File: config.mk
export PLATFORM = sky130hd
export DESIGN_NAME = ctt_charger_ctrl
export DESIGN_NICKNAME = d
export VERILOG_FILES = /design/src/ctt_sync.v /design/src/ctt_charger_ctrl.v
export VERILOG_INCLUDE_DIRS = /design/src
export SDC_FILE = /design/constraint.sdc
export NUM_CORES = 1
export LEC_CHECK = 0
export ABC_AREA = 1
export CELL_PAD_IN_SITES_DETAIL_PLACEMENT = 1
export CELL_PAD_IN_SITES_GLOBAL_PLACEMENT = 2
export CORE_MARGIN = 5
export CORE_UTILIZATION = 40
export CTS_CLUSTER_SIZE = 28
export DETAILED_ROUTE_END_ITERATION = 7
export DONT_BUFFER_PORTS = 1
export PLACE_DENSITY_LB_ADDON = 0.2
export SLEW_MARGIN = 20
export SYNTH_ARGS = -nofsm -noshare
export SYNTH_HDL_FRONTEND = slang
export SYNTH_HIERARCHICAL = 1
export SYNTH_SLANG_ARGS = --single-unit
File: constraint.sdc
create_clock -name clock_i -period 3 [get_ports clock_i]
set_clock_uncertainty 0.15 [all_clocks]
set_input_delay 0.75 -clock clock_i [delete_from_list [all_inputs] [get_ports clock_i]]
set_output_delay 0.75 -clock clock_i [all_outputs]
set_load 0.05 [all_outputs]
File: src/ctt_regs.vh
`ifndef CTT_REGS_VH
`define CTT_REGS_VH

// Register offsets (byte addresses)
`define CTT_OFS_CTRL       4'h0
`define CTT_OFS_STATUS     4'h4
`define CTT_OFS_PRE_CNT    4'h8
`define CTT_OFS_FAST_CNT   4'hC

// Control register fields
`define CTT_CTRL_EN        0
`define CTT_CTRL_RUN       1
`define CTT_CTRL_HV        2
`define CTT_CTRL_SCL_LSB   3
`define CTT_CTRL_SCL_MSB   4
`define CTT_CTRL_VSAFE     5
`define CTT_CTRL_RST       6'h23

// Status register fields
`define CTT_ST_CODE_LSB    0
`define CTT_ST_CODE_MSB    1
`define CTT_ST_FAULT       2
`define CTT_ST_PULLUP      3
`define CTT_ST_DONE        4
`define CTT_ST_OFF         5
`define CTT_ST_SLOW        6
`define CTT_ST_SUSP        7

// Reported charge state codes
`define CTT_CODE_IDLE      2'h0
`define CTT_CODE_DONE      2'h1
`define CTT_CODE_FAST      2'h2
`define CTT_CODE_PRE       2'h3

// Time base: one timer tick per period, in ns, at a 8 ns clock
`define CTT_CLK_NS         8
`define CTT_TICK_NS        1000000
`define CTT_TICK_CYC       (`CTT_TICK_NS / `CTT_CLK_NS)
`define CTT_INT_TICK_NS    1000000
`define CTT_INT_TICK_CYC   (`CTT_INT_TICK_NS / `CTT_CLK_NS)
// Fast-charge timeout in ticks; pre-charge is a tenth of it
`define CTT_FAST_TICKS     18000
`define CTT_PRE_DIV        10
// Sensed set-pin level: full scale means no slowdown, half scale is the floor
`define CTT_LVL_FULL       9'h100
`define CTT_LVL_MIN        8'h80

`endif

File: src/ctt_sync.v
// Three-stage synchroniser; output follows once stages two and three agree
module ctt_sync #(
    parameter W = 1
) (
    // Clock and reset
    input  wire         clock_i,
    input  wire         rst_n_i,
    // Data
    input  wire [W-1:0] async_i,
    output reg  [W-1:0] sync_o
);

    reg [W-1:0] s1_ff;
    reg [W-1:0] s2_ff;
    reg [W-1:0] s3_ff;

    // First stage feeds only the second, to keep metastability contained
    always @(posedge clock_i or negedge rst_n_i)
    begin
        if (!rst_n_i)
        begin
            s1_ff  <= {W{1'b0}};
            s2_ff  <= {W{1'b0}};
            s3_ff  <= {W{1'b0}};
            sync_o <= {W{1'b0}};
        end
        else
        begin
            s1_ff  <= async_i;
            s2_ff  <= s1_ff;
            s3_ff  <= s2_ff;
            sync_o <= ((s2_ff ~^ s3_ff) & s3_ff) | ((s2_ff ^ s3_ff) & sync_o);
        end
    end

endmodule // ctt_sync

File: src/ctt_charger_ctrl.v
// Our own choices: the plain strobed port and the register addresses.
`include "ctt_regs.vh"

// Behaviour
// Terminate when current below tenth of rate
// Scale code sets current and termination alike
// After done, restart when battery below recharge
// Enable/run toggle or input cycling restarts charge
// No termination during thermal, droop or supplement
// High voltage only if select set, safety clear
// No input detected means low-power off
// Pre-charge timeout is tenth of fast timeout
// Suspend freezes both timers without resetting
// Pre-charge expiry below threshold gives fault, off
// Fast timer starts when preconditioning ends
// Fast expiry without termination gives fault, off
// Floating timer pin holds fast timer reset
// Fault above recharge waits drop, then restarts
// Fault below recharge enables pullup until above
// New cycle or undervoltage resets timers, faults
// Slowdown rules for pre-charge and fast timers
// Slowed tick stretches by ratio, at most double
// Added time capped at twice nominal timeout
// Start needs input, enable, run, low battery
// Report two-bit state code
// Synchronise comparators, count on prescaled tick
module ctt_charger_ctrl #(
    parameter TICK_CYC     = `CTT_TICK_CYC,
    parameter INT_TICK_CYC = `CTT_INT_TICK_CYC,
    parameter FAST_TICKS   = `CTT_FAST_TICKS
) (
    // Clock and reset
    input  wire       clock_i,
    input  wire       rst_n_i,
    // Register port
    input  wire [3:0] addr_i,
    input  wire [7:0] wr_data_i,
    input  wire       wr_i,
    input  wire       rd_i,
    output reg  [7:0] rd_data_o,
    // Analog comparators and loop status (asynchronous)
    input  wire       term_cmp_i,
    input  wire       vreg_phase_i,
    input  wire       bat_below_rch_i,
    input  wire       bat_above_pre_i,
    input  wire       thermal_loop_i,
    input  wire       input_droop_loop_i,
    input  wire       supplement_i,
    input  wire       ac_det_i,
    input  wire       usb_det_i,
    input  wire       uvlo_i,
    input  wire       tmr_float_i,
    input  wire       temp_fault_i,
    // Sensed set-pin level relative to reference, same clock domain
    input  wire [7:0] set_level_i,
    // Charger controls
    output reg        charge_on_o,
    output reg        hv_charge_o,
    output reg  [1:0] current_scale_o,
    output reg        pullup_en_o,
    output reg        low_power_off_o,
    // Status
    output reg        charge_state_high_o,
    output reg        charge_state_low_o,
    output reg        fault_o
);

    localparam PRE_TICKS = FAST_TICKS / `CTT_PRE_DIV;

    // FSM states
    localparam ST_OFF   = 3'd0;
    localparam ST_WAIT  = 3'd1;
    localparam ST_PRE   = 3'd2;
    localparam ST_FAST  = 3'd3;
    localparam ST_DONE  = 3'd4;
    localparam ST_FAULT = 3'd5;

    wire [11:0] cmp_s;
    reg  [2:0]  state_ff;
    reg  [2:0]  nxt_state;
    reg  [5:0]  ctrl_ff;
    reg  [1:0]  enrun_d_ff;
    reg  [23:0] pre_cnt_ff;
    reg  [23:0] fast_cnt_ff;
    reg  [24:0] added_ff;
    reg  [8:0]  acc_ff;
    reg  [23:0] presc_ff;
    reg         base_tick_ff;
    reg         seen_above_ff;
    reg         new_cycle;


    ctt_sync #(
        .W (12)
    ) u_sync (
        .clock_i (clock_i),
        .rst_n_i (rst_n_i),
        .async_i ({term_cmp_i, vreg_phase_i, bat_below_rch_i, bat_above_pre_i,
                   thermal_loop_i, input_droop_loop_i, supplement_i, ac_det_i,
                   usb_det_i, uvlo_i, tmr_float_i, temp_fault_i}),
        .sync_o  (cmp_s)
    );

    wire term_s    = cmp_s[11];
    wire vreg_s    = cmp_s[10];
    wire rch_low_s = cmp_s[9];
    wire pre_ok_s  = cmp_s[8];
    wire loop_s    = cmp_s[7] | cmp_s[6];
    wire supp_s    = cmp_s[5];
    wire in_s      = cmp_s[4] | cmp_s[3];
    wire uvlo_s    = cmp_s[2];
    wire float_s   = cmp_s[1];
    wire tfault_s  = cmp_s[0];

    wire en_run    = ctrl_ff[`CTT_CTRL_EN] & ctrl_ff[`CTT_CTRL_RUN];
    wire run_rise  = en_run & ~enrun_d_ff[1];
    wire en_fall   = enrun_d_ff[0] & ~ctrl_ff[`CTT_CTRL_EN];
    wire suspend   = ~ctrl_ff[`CTT_CTRL_RUN] | tfault_s;
    wire term_ok   = vreg_s & term_s & ~loop_s & ~supp_s;

    // Slowdown applies per phase; added time beyond twice nominal is refused
    wire slow_pre  = (state_ff == ST_PRE) & loop_s;
    wire slow_fast = (state_ff == ST_FAST) & loop_s & rch_low_s;
    wire slowing   = (slow_pre | slow_fast) &
                     (added_ff < ((state_ff == ST_PRE) ? 2 * PRE_TICKS : 2 * FAST_TICKS));
    wire [7:0] lvl = (set_level_i < `CTT_LVL_MIN) ? `CTT_LVL_MIN : set_level_i;
    wire [8:0] acc_sum = acc_ff + {1'b0, lvl};
    wire timer_tick = base_tick_ff & ~suspend & (~slowing | (acc_sum >= `CTT_LVL_FULL));

    wire pre_exp  = (pre_cnt_ff >= PRE_TICKS);
    wire fast_exp = ~float_s & (fast_cnt_ff >= FAST_TICKS);

    // Prescaler; floating timer pin swaps to the internal time base
    always @(posedge clock_i or negedge rst_n_i)
    begin
        if (!rst_n_i)
        begin
            presc_ff     <= 24'h000000;
            base_tick_ff <= 1'b0;
        end
        else
        begin
            base_tick_ff <= 1'b0;
            if (presc_ff >= (float_s ? INT_TICK_CYC - 1 : TICK_CYC - 1))
            begin
                presc_ff     <= 24'h000000;
                base_tick_ff <= 1'b1;
            end
            else
            begin
                presc_ff <= presc_ff + 24'h000001;
            end
        end
    end

    // Register writes; enable/run history detects toggles
    always @(posedge clock_i or negedge rst_n_i)
    begin
        if (!rst_n_i)
        begin
            ctrl_ff    <= `CTT_CTRL_RST;
            enrun_d_ff <= 2'h0;
        end
        else
        begin
            enrun_d_ff <= {en_run, ctrl_ff[`CTT_CTRL_EN]};
            if (wr_i && addr_i == `CTT_OFS_CTRL)
            begin
                ctrl_ff <= wr_data_i[5:0];
            end
        end
    end

    // Next state
    always @*
    begin
        nxt_state = state_ff;
        new_cycle = 1'b0;
        case (state_ff)
            ST_OFF:
            begin
                if (in_s)
                begin
                    nxt_state = ST_WAIT;
                end
            end
            ST_WAIT:
            begin
                if (en_run && rch_low_s)
                begin
                    nxt_state = pre_ok_s ? ST_FAST : ST_PRE;
                end
            end
            ST_PRE:
            begin
                if (pre_exp && !pre_ok_s)
                begin
                    nxt_state = ST_FAULT;
                end
                else if (pre_ok_s && !suspend)
                begin
                    nxt_state = ST_FAST;
                end
            end
            ST_FAST:
            begin
                if (term_ok && !suspend)
                begin
                    nxt_state = ST_DONE;
                end
                else if (fast_exp)
                begin
                    nxt_state = ST_FAULT;
                end
            end
            ST_DONE:
            begin
                if (rch_low_s || run_rise)
                begin
                    new_cycle = 1'b1;
                    nxt_state = ST_WAIT;
                end
            end
            ST_FAULT:
            begin
                if ((seen_above_ff && rch_low_s) || run_rise)
                begin
                    new_cycle = 1'b1;
                    nxt_state = ST_WAIT;
                end
            end
            default:
            begin
                nxt_state = ST_OFF;
            end
        endcase
        // Loss of input and undervoltage override everything; enable drop overrides all else
        if (!in_s || uvlo_s)
        begin
            nxt_state = ST_OFF;
        end
        else if (en_fall && state_ff != ST_OFF)
        begin
            nxt_state = ST_WAIT;
        end
    end

    // State, fault recovery and pullup
    always @(posedge clock_i or negedge rst_n_i)
    begin
        if (!rst_n_i)
        begin
            state_ff      <= ST_OFF;
            seen_above_ff <= 1'b0;
            pullup_en_o   <= 1'b0;
        end
        else
        begin
            state_ff <= nxt_state;
            if (nxt_state == ST_FAULT && state_ff != ST_FAULT)
            begin
                seen_above_ff <= ~rch_low_s;
                pullup_en_o   <= rch_low_s;
            end
            else if (state_ff == ST_FAULT && nxt_state == ST_FAULT)
            begin
                if (!rch_low_s)
                begin
                    seen_above_ff <= 1'b1;
                end
                pullup_en_o <= rch_low_s & ~seen_above_ff;
            end
            else
            begin
                pullup_en_o <= 1'b0;
            end
        end
    end

    // Safety timers: cleared on any fresh start, frozen while suspended
    always @(posedge clock_i or negedge rst_n_i)
    begin
        if (!rst_n_i)
        begin
            pre_cnt_ff  <= 24'h000000;
            fast_cnt_ff <= 24'h000000;
            added_ff    <= 25'h0000000;
            acc_ff      <= 9'h000;
        end
        else if (nxt_state == ST_WAIT || nxt_state == ST_OFF || new_cycle)
        begin
            pre_cnt_ff  <= 24'h000000;
            fast_cnt_ff <= 24'h000000;
            added_ff    <= 25'h0000000;
            acc_ff      <= 9'h000;
        end
        else
        begin
            if (state_ff == ST_PRE && nxt_state == ST_FAST)
            begin
                added_ff <= 25'h0000000;
                acc_ff   <= 9'h000;
            end
            else if (base_tick_ff && !suspend && slowing)
            begin
                acc_ff <= (acc_sum >= `CTT_LVL_FULL) ? acc_sum - `CTT_LVL_FULL : acc_sum;
                if (acc_sum < `CTT_LVL_FULL)
                begin
                    added_ff <= added_ff + 25'h0000001;
                end
            end
            if (timer_tick && state_ff == ST_PRE && !pre_exp)
            begin
                pre_cnt_ff <= pre_cnt_ff + 24'h000001;
            end
            if (float_s)
            begin
                fast_cnt_ff <= 24'h000000;
            end
            else if (timer_tick && state_ff == ST_FAST && !fast_exp)
            begin
                fast_cnt_ff <= fast_cnt_ff + 24'h000001;
            end
        end
    end

    // Charger outputs and state code
    always @(posedge clock_i or negedge rst_n_i)
    begin
        if (!rst_n_i)
        begin
            charge_on_o         <= 1'b0;
            hv_charge_o         <= 1'b0;
            current_scale_o     <= 2'h3;
            low_power_off_o     <= 1'b1;
            charge_state_high_o <= 1'b0;
            charge_state_low_o  <= 1'b0;
            fault_o             <= 1'b0;
        end
        else
        begin
            charge_on_o     <= (nxt_state == ST_PRE || nxt_state == ST_FAST) & ~suspend;
            hv_charge_o     <= ctrl_ff[`CTT_CTRL_HV] & ~ctrl_ff[`CTT_CTRL_VSAFE];
            current_scale_o <= {ctrl_ff[`CTT_CTRL_SCL_MSB], ctrl_ff[`CTT_CTRL_SCL_LSB]};
            low_power_off_o <= (nxt_state == ST_OFF);
            fault_o         <= (nxt_state == ST_FAULT);
            case (nxt_state)
                ST_PRE:
                begin
                    charge_state_high_o <= ~suspend;
                    charge_state_low_o  <= ~suspend;
                end
                ST_FAST:
                begin
                    charge_state_high_o <= ~suspend;
                    charge_state_low_o  <= 1'b0;
                end
                ST_DONE:
                begin
                    charge_state_high_o <= 1'b0;
                    charge_state_low_o  <= 1'b1;
                end
                default:
                begin
                    charge_state_high_o <= 1'b0;
                    charge_state_low_o  <= 1'b0;
                end
            endcase
        end
    end

    // Read port: data valid the cycle after the strobe, zero otherwise
    always @(posedge clock_i or negedge rst_n_i)
    begin
        if (!rst_n_i)
        begin
            rd_data_o <= 8'h00;
        end
        else if (rd_i)
        begin
            case (addr_i)
                `CTT_OFS_CTRL:
                begin
                    rd_data_o <= {2'h0, ctrl_ff};
                end
                `CTT_OFS_STATUS:
                begin
                    rd_data_o <= {suspend, slowing, low_power_off_o, state_ff == ST_DONE,
                                  pullup_en_o, fault_o, charge_state_high_o,
                                  charge_state_low_o};
                end
                `CTT_OFS_PRE_CNT:
                begin
                    rd_data_o <= pre_cnt_ff[7:0];
                end
                `CTT_OFS_FAST_CNT:
                begin
                    rd_data_o <= fast_cnt_ff[15:8];
                end
                default:
                begin
                    rd_data_o <= 8'h00;
                end
            endcase
        end
        else
        begin
            rd_data_o <= 8'h00;
        end
    end

endmodule // ctt_charger_ctrl

==> flow_summary.yaml <==
status:
  status: "complete, but fails checks"
  violations: "hold timing"
place:
  place_congestion: 0.757
  detailedPlace.worstSlack_ns: 0.0405
  dp_hpwl_um: 14000
  io_buffers: 0
finish:
  drive_above_1_share_pct: 8.34
  n_antenna_cell: 0
  fill_cells: 2570
  area_growth_pct: 11.3
  fin_nets: 1084
grt:
  grt_max_degree: 184
  grtUsageTotal_pct: 16.9
  grt_pass1_wl_um: 34000
  grt_pass1_vias: 6827
  antenna_found_initial: 0
  grt_overflow: 0
sta:
  rsz0062_at_grt: "false"
  worst_slack_ns: 0.352
  hold_violations: 177
  max_freq_mhz: 378
  whs_ns: -0.134
  timing.slew.headroom_pct: 32.6
  worstMarginPinSlew_ns: 1.01
  setup_viol: 0
  period_share_pct: 88.3
  setup_tns_ns: 0
  period_minus_slack_ns: 2.65
  slew_viol_final: 0
synthesis:
  yosysUniqueCellTypes: 47
  synthXorXnorAreaFrac_pct: 3.51
  synth_cells: 998
  synth-edff-count: 0
  synth_top_family_by_area: "simple AND/OR/NAND/NOR gates"
  yosysMostFrequentCell: "nand2_1"
  synth_simple_gate_area_share_pct: 26.3
  synth_compound_area_share_pct: 4.29
  synth_top_area_share_pct: 50.8
  synth_area_leaders: "dfrtp_1 (51%), nand2_1 (7.7%), inv_1 (6.8%), nor2_1 (5.9%), ha_1 (4.2%)"
  ys_seq_elements: 183
  syn_avg_cell_area_um2: 8.74
  yosysSeqAreaShare_pct: 52.6
  synthAdderAreaFrac_pct: 4.39
  async_reset_ff_share_pct: 100
  yosys_warnings: 6
  synth_ff_type: "dfrtp_1"
  yosys.area.top_type: "dfrtp_1"
  ys_top_cells_by_count: "nand2_1 (178), dfrtp_1 (177), inv_1 (157), nor2_1 (137), nand3_1 (63)"
  synth.area.mux_share_pct: 0.387
  synth_area_um2: 8730
clock_network:
  clk_transition_reported_paths_ns: 0.07
  cts_buffers: 17
  clk_path_buf_depth: 2
  cts_root_buf: "clkbuf_16"
  cts_tree: "yes"
  htreeDepth: 4
  numClockSinks: 183
  post_cts_resized: 0
  clk_latency_ns: 0.43
  post_cts_buffers: 0
critical_path:
  worstReg2RegEnd: "added_ff[6]"
  r2r_cells: 14
  crit_start: "state_ff[2]"
  worst-r2r-setup-slack_ns: 0.35
  r2r_start: "state_ff[2]"
  crit_arrival_ns: 2.81
  crit_path_end_kind: "flip-flop"
  cp-endpoint: "added_ff[6]"
  path_class: "reg -> reg"
  cp.required_ns: 3.16
  cp-start-kind: "flip-flop"
  cp_max_fo: 9
detailed_routing:
  drc: 0
  num_vias: 6369
  routedWlPerCell_um: 14.9
  via_per_inst: 4.86
  initialDrtViolationCount: 195
  firstDrtPassIters: 4
  ant_nets: 0
  wirelength_um: 19500
floorplanning:
  die_area_um2: 24900
  row_count: 54
  die_w_um: 158
  start_util_pct: 40.4
  die_y_um: 158
  ios: 53
  core-area_um2: 21600
worst_hold_path:
  hold_class: "in -> async"
power_and_ir_drop:
  peakVddDrop_mv: 0.355
  pwr_density_cell_nw_per_um2: 542
  p_leak_nw: 4.61
flow_run:
  cap_violations: 0
[cell usage in the layout (no fill, tap or decap), types with 5 or more instances in the layout]
cell,n
dfstp_2,6
nor3_1,39
xnor2_1,5
buf_4,10
o21ai_0,18
nand2_1,178
clkbuf_16,17
conb_1,7
a21oi_1,28
nor2_1,137
dfrtp_1,177
inv_1,157
nand4_1,42
nor4_1,9
ha_1,29
xor2_1,30
nand2_2,5
a221oi_1,7
nor2_2,5
nand3_1,63
[cell families after synthesis]
| family | count (synthesis) |
|---|---|
| compound gates | 64 |
| simple gates | 500 |
| mux | 3 |
| fa+ha+maj | 30 |
| other cells | 1 |
| flops | 183 |
| buf+inv | 182 |
| xor+xnor | 35 |
[power by group]
part           internal (mW)  switching (mW)  leakage, nW  total [mW]
sequential              2.57           0.136         2.39        2.71
combinational         0.0991           0.214         1.93       0.313
clock                   1.19            1.06        0.282        2.24
[through the flow]
step	std cells	util (%)	power, mW	area, um2
CTS	1311	44.9	5.35	9720
global route	1311	44.9	5.52	9720
floorplan	1004	-	2.96	8750
global placement	1279	42.2	3.07	9130
finish	1311	44.9	5.27	9720
detailed placement	1279	42.2	3.08	9130
[flip-flops by register name, indices dropped and copies added, names as in the netlist, 6 cells and up]
register,cells
added_ff,25
fast_cnt_ff,24
pre_cnt_ff,24
presc_ff,24
u_sync/s1_ff,12
u_sync/s2_ff,12
u_sync/s3_ff,12
u_sync/sync_o,12
acc_ff,9
rd_data_o,8
ctrl_ff,6
[how the worst min path moves through the flow]
stage                     from               end  cells past startpoint
5_1_grt                rst_n_i         acc_ff[4]                      0
3_5_place_dp   u_sync/s1_ff[5]   u_sync/s2_ff[5]                      0
3_3_place_gp   u_sync/s1_ff[2]   u_sync/s2_ff[2]                      0
4_1_cts                rst_n_i  u_sync/s1_ff[10]                      0
2_1_floorplan  u_sync/s1_ff[0]   u_sync/s2_ff[0]                      0
6_report               rst_n_i         acc_ff[4]                      0
[worst max-delay path: stages (launching register included)]
cell,delay (ns)
dfrtp_1,0.44
inv_2,0.12
nand2_4,0.08
nor2_8,0.18
ha_1,0.26
inv_1,0.07
nor2_1,0.04
a21oi_1,0.19
a21oi_2,0.10
nor2_4,0.16
nand2_2,0.14
nor2_4,0.24
nand3_1,0.14
xor2_1,0.16
nor2_1,0.05
[per-layer routing]
metal	vias to the layer above	wire (um)	global-route usage [%]
li1	3223	-	-
met1	3084	9350	22.6
met2	48	9500	28.7
met3	14	456	3.12
met4	0	169	3.81
met5	-	0	0
[final cells by class]
class | count | area (um2) | share of cell area (%)
inverter | 163 | 617 | 6.35
timing repair buffer | 14 | 155 | 1.60
multi-input combinational | 639 | 3420 | 35.2
tap | 280 | 350 | 3.61
sequential | 183 | 4590 | 47.2
clock buffer | 18 | 429 | 4.42
clock inverter | 14 | 159 | 1.64
No activity file was read; power rests on OpenSTA's default activity.
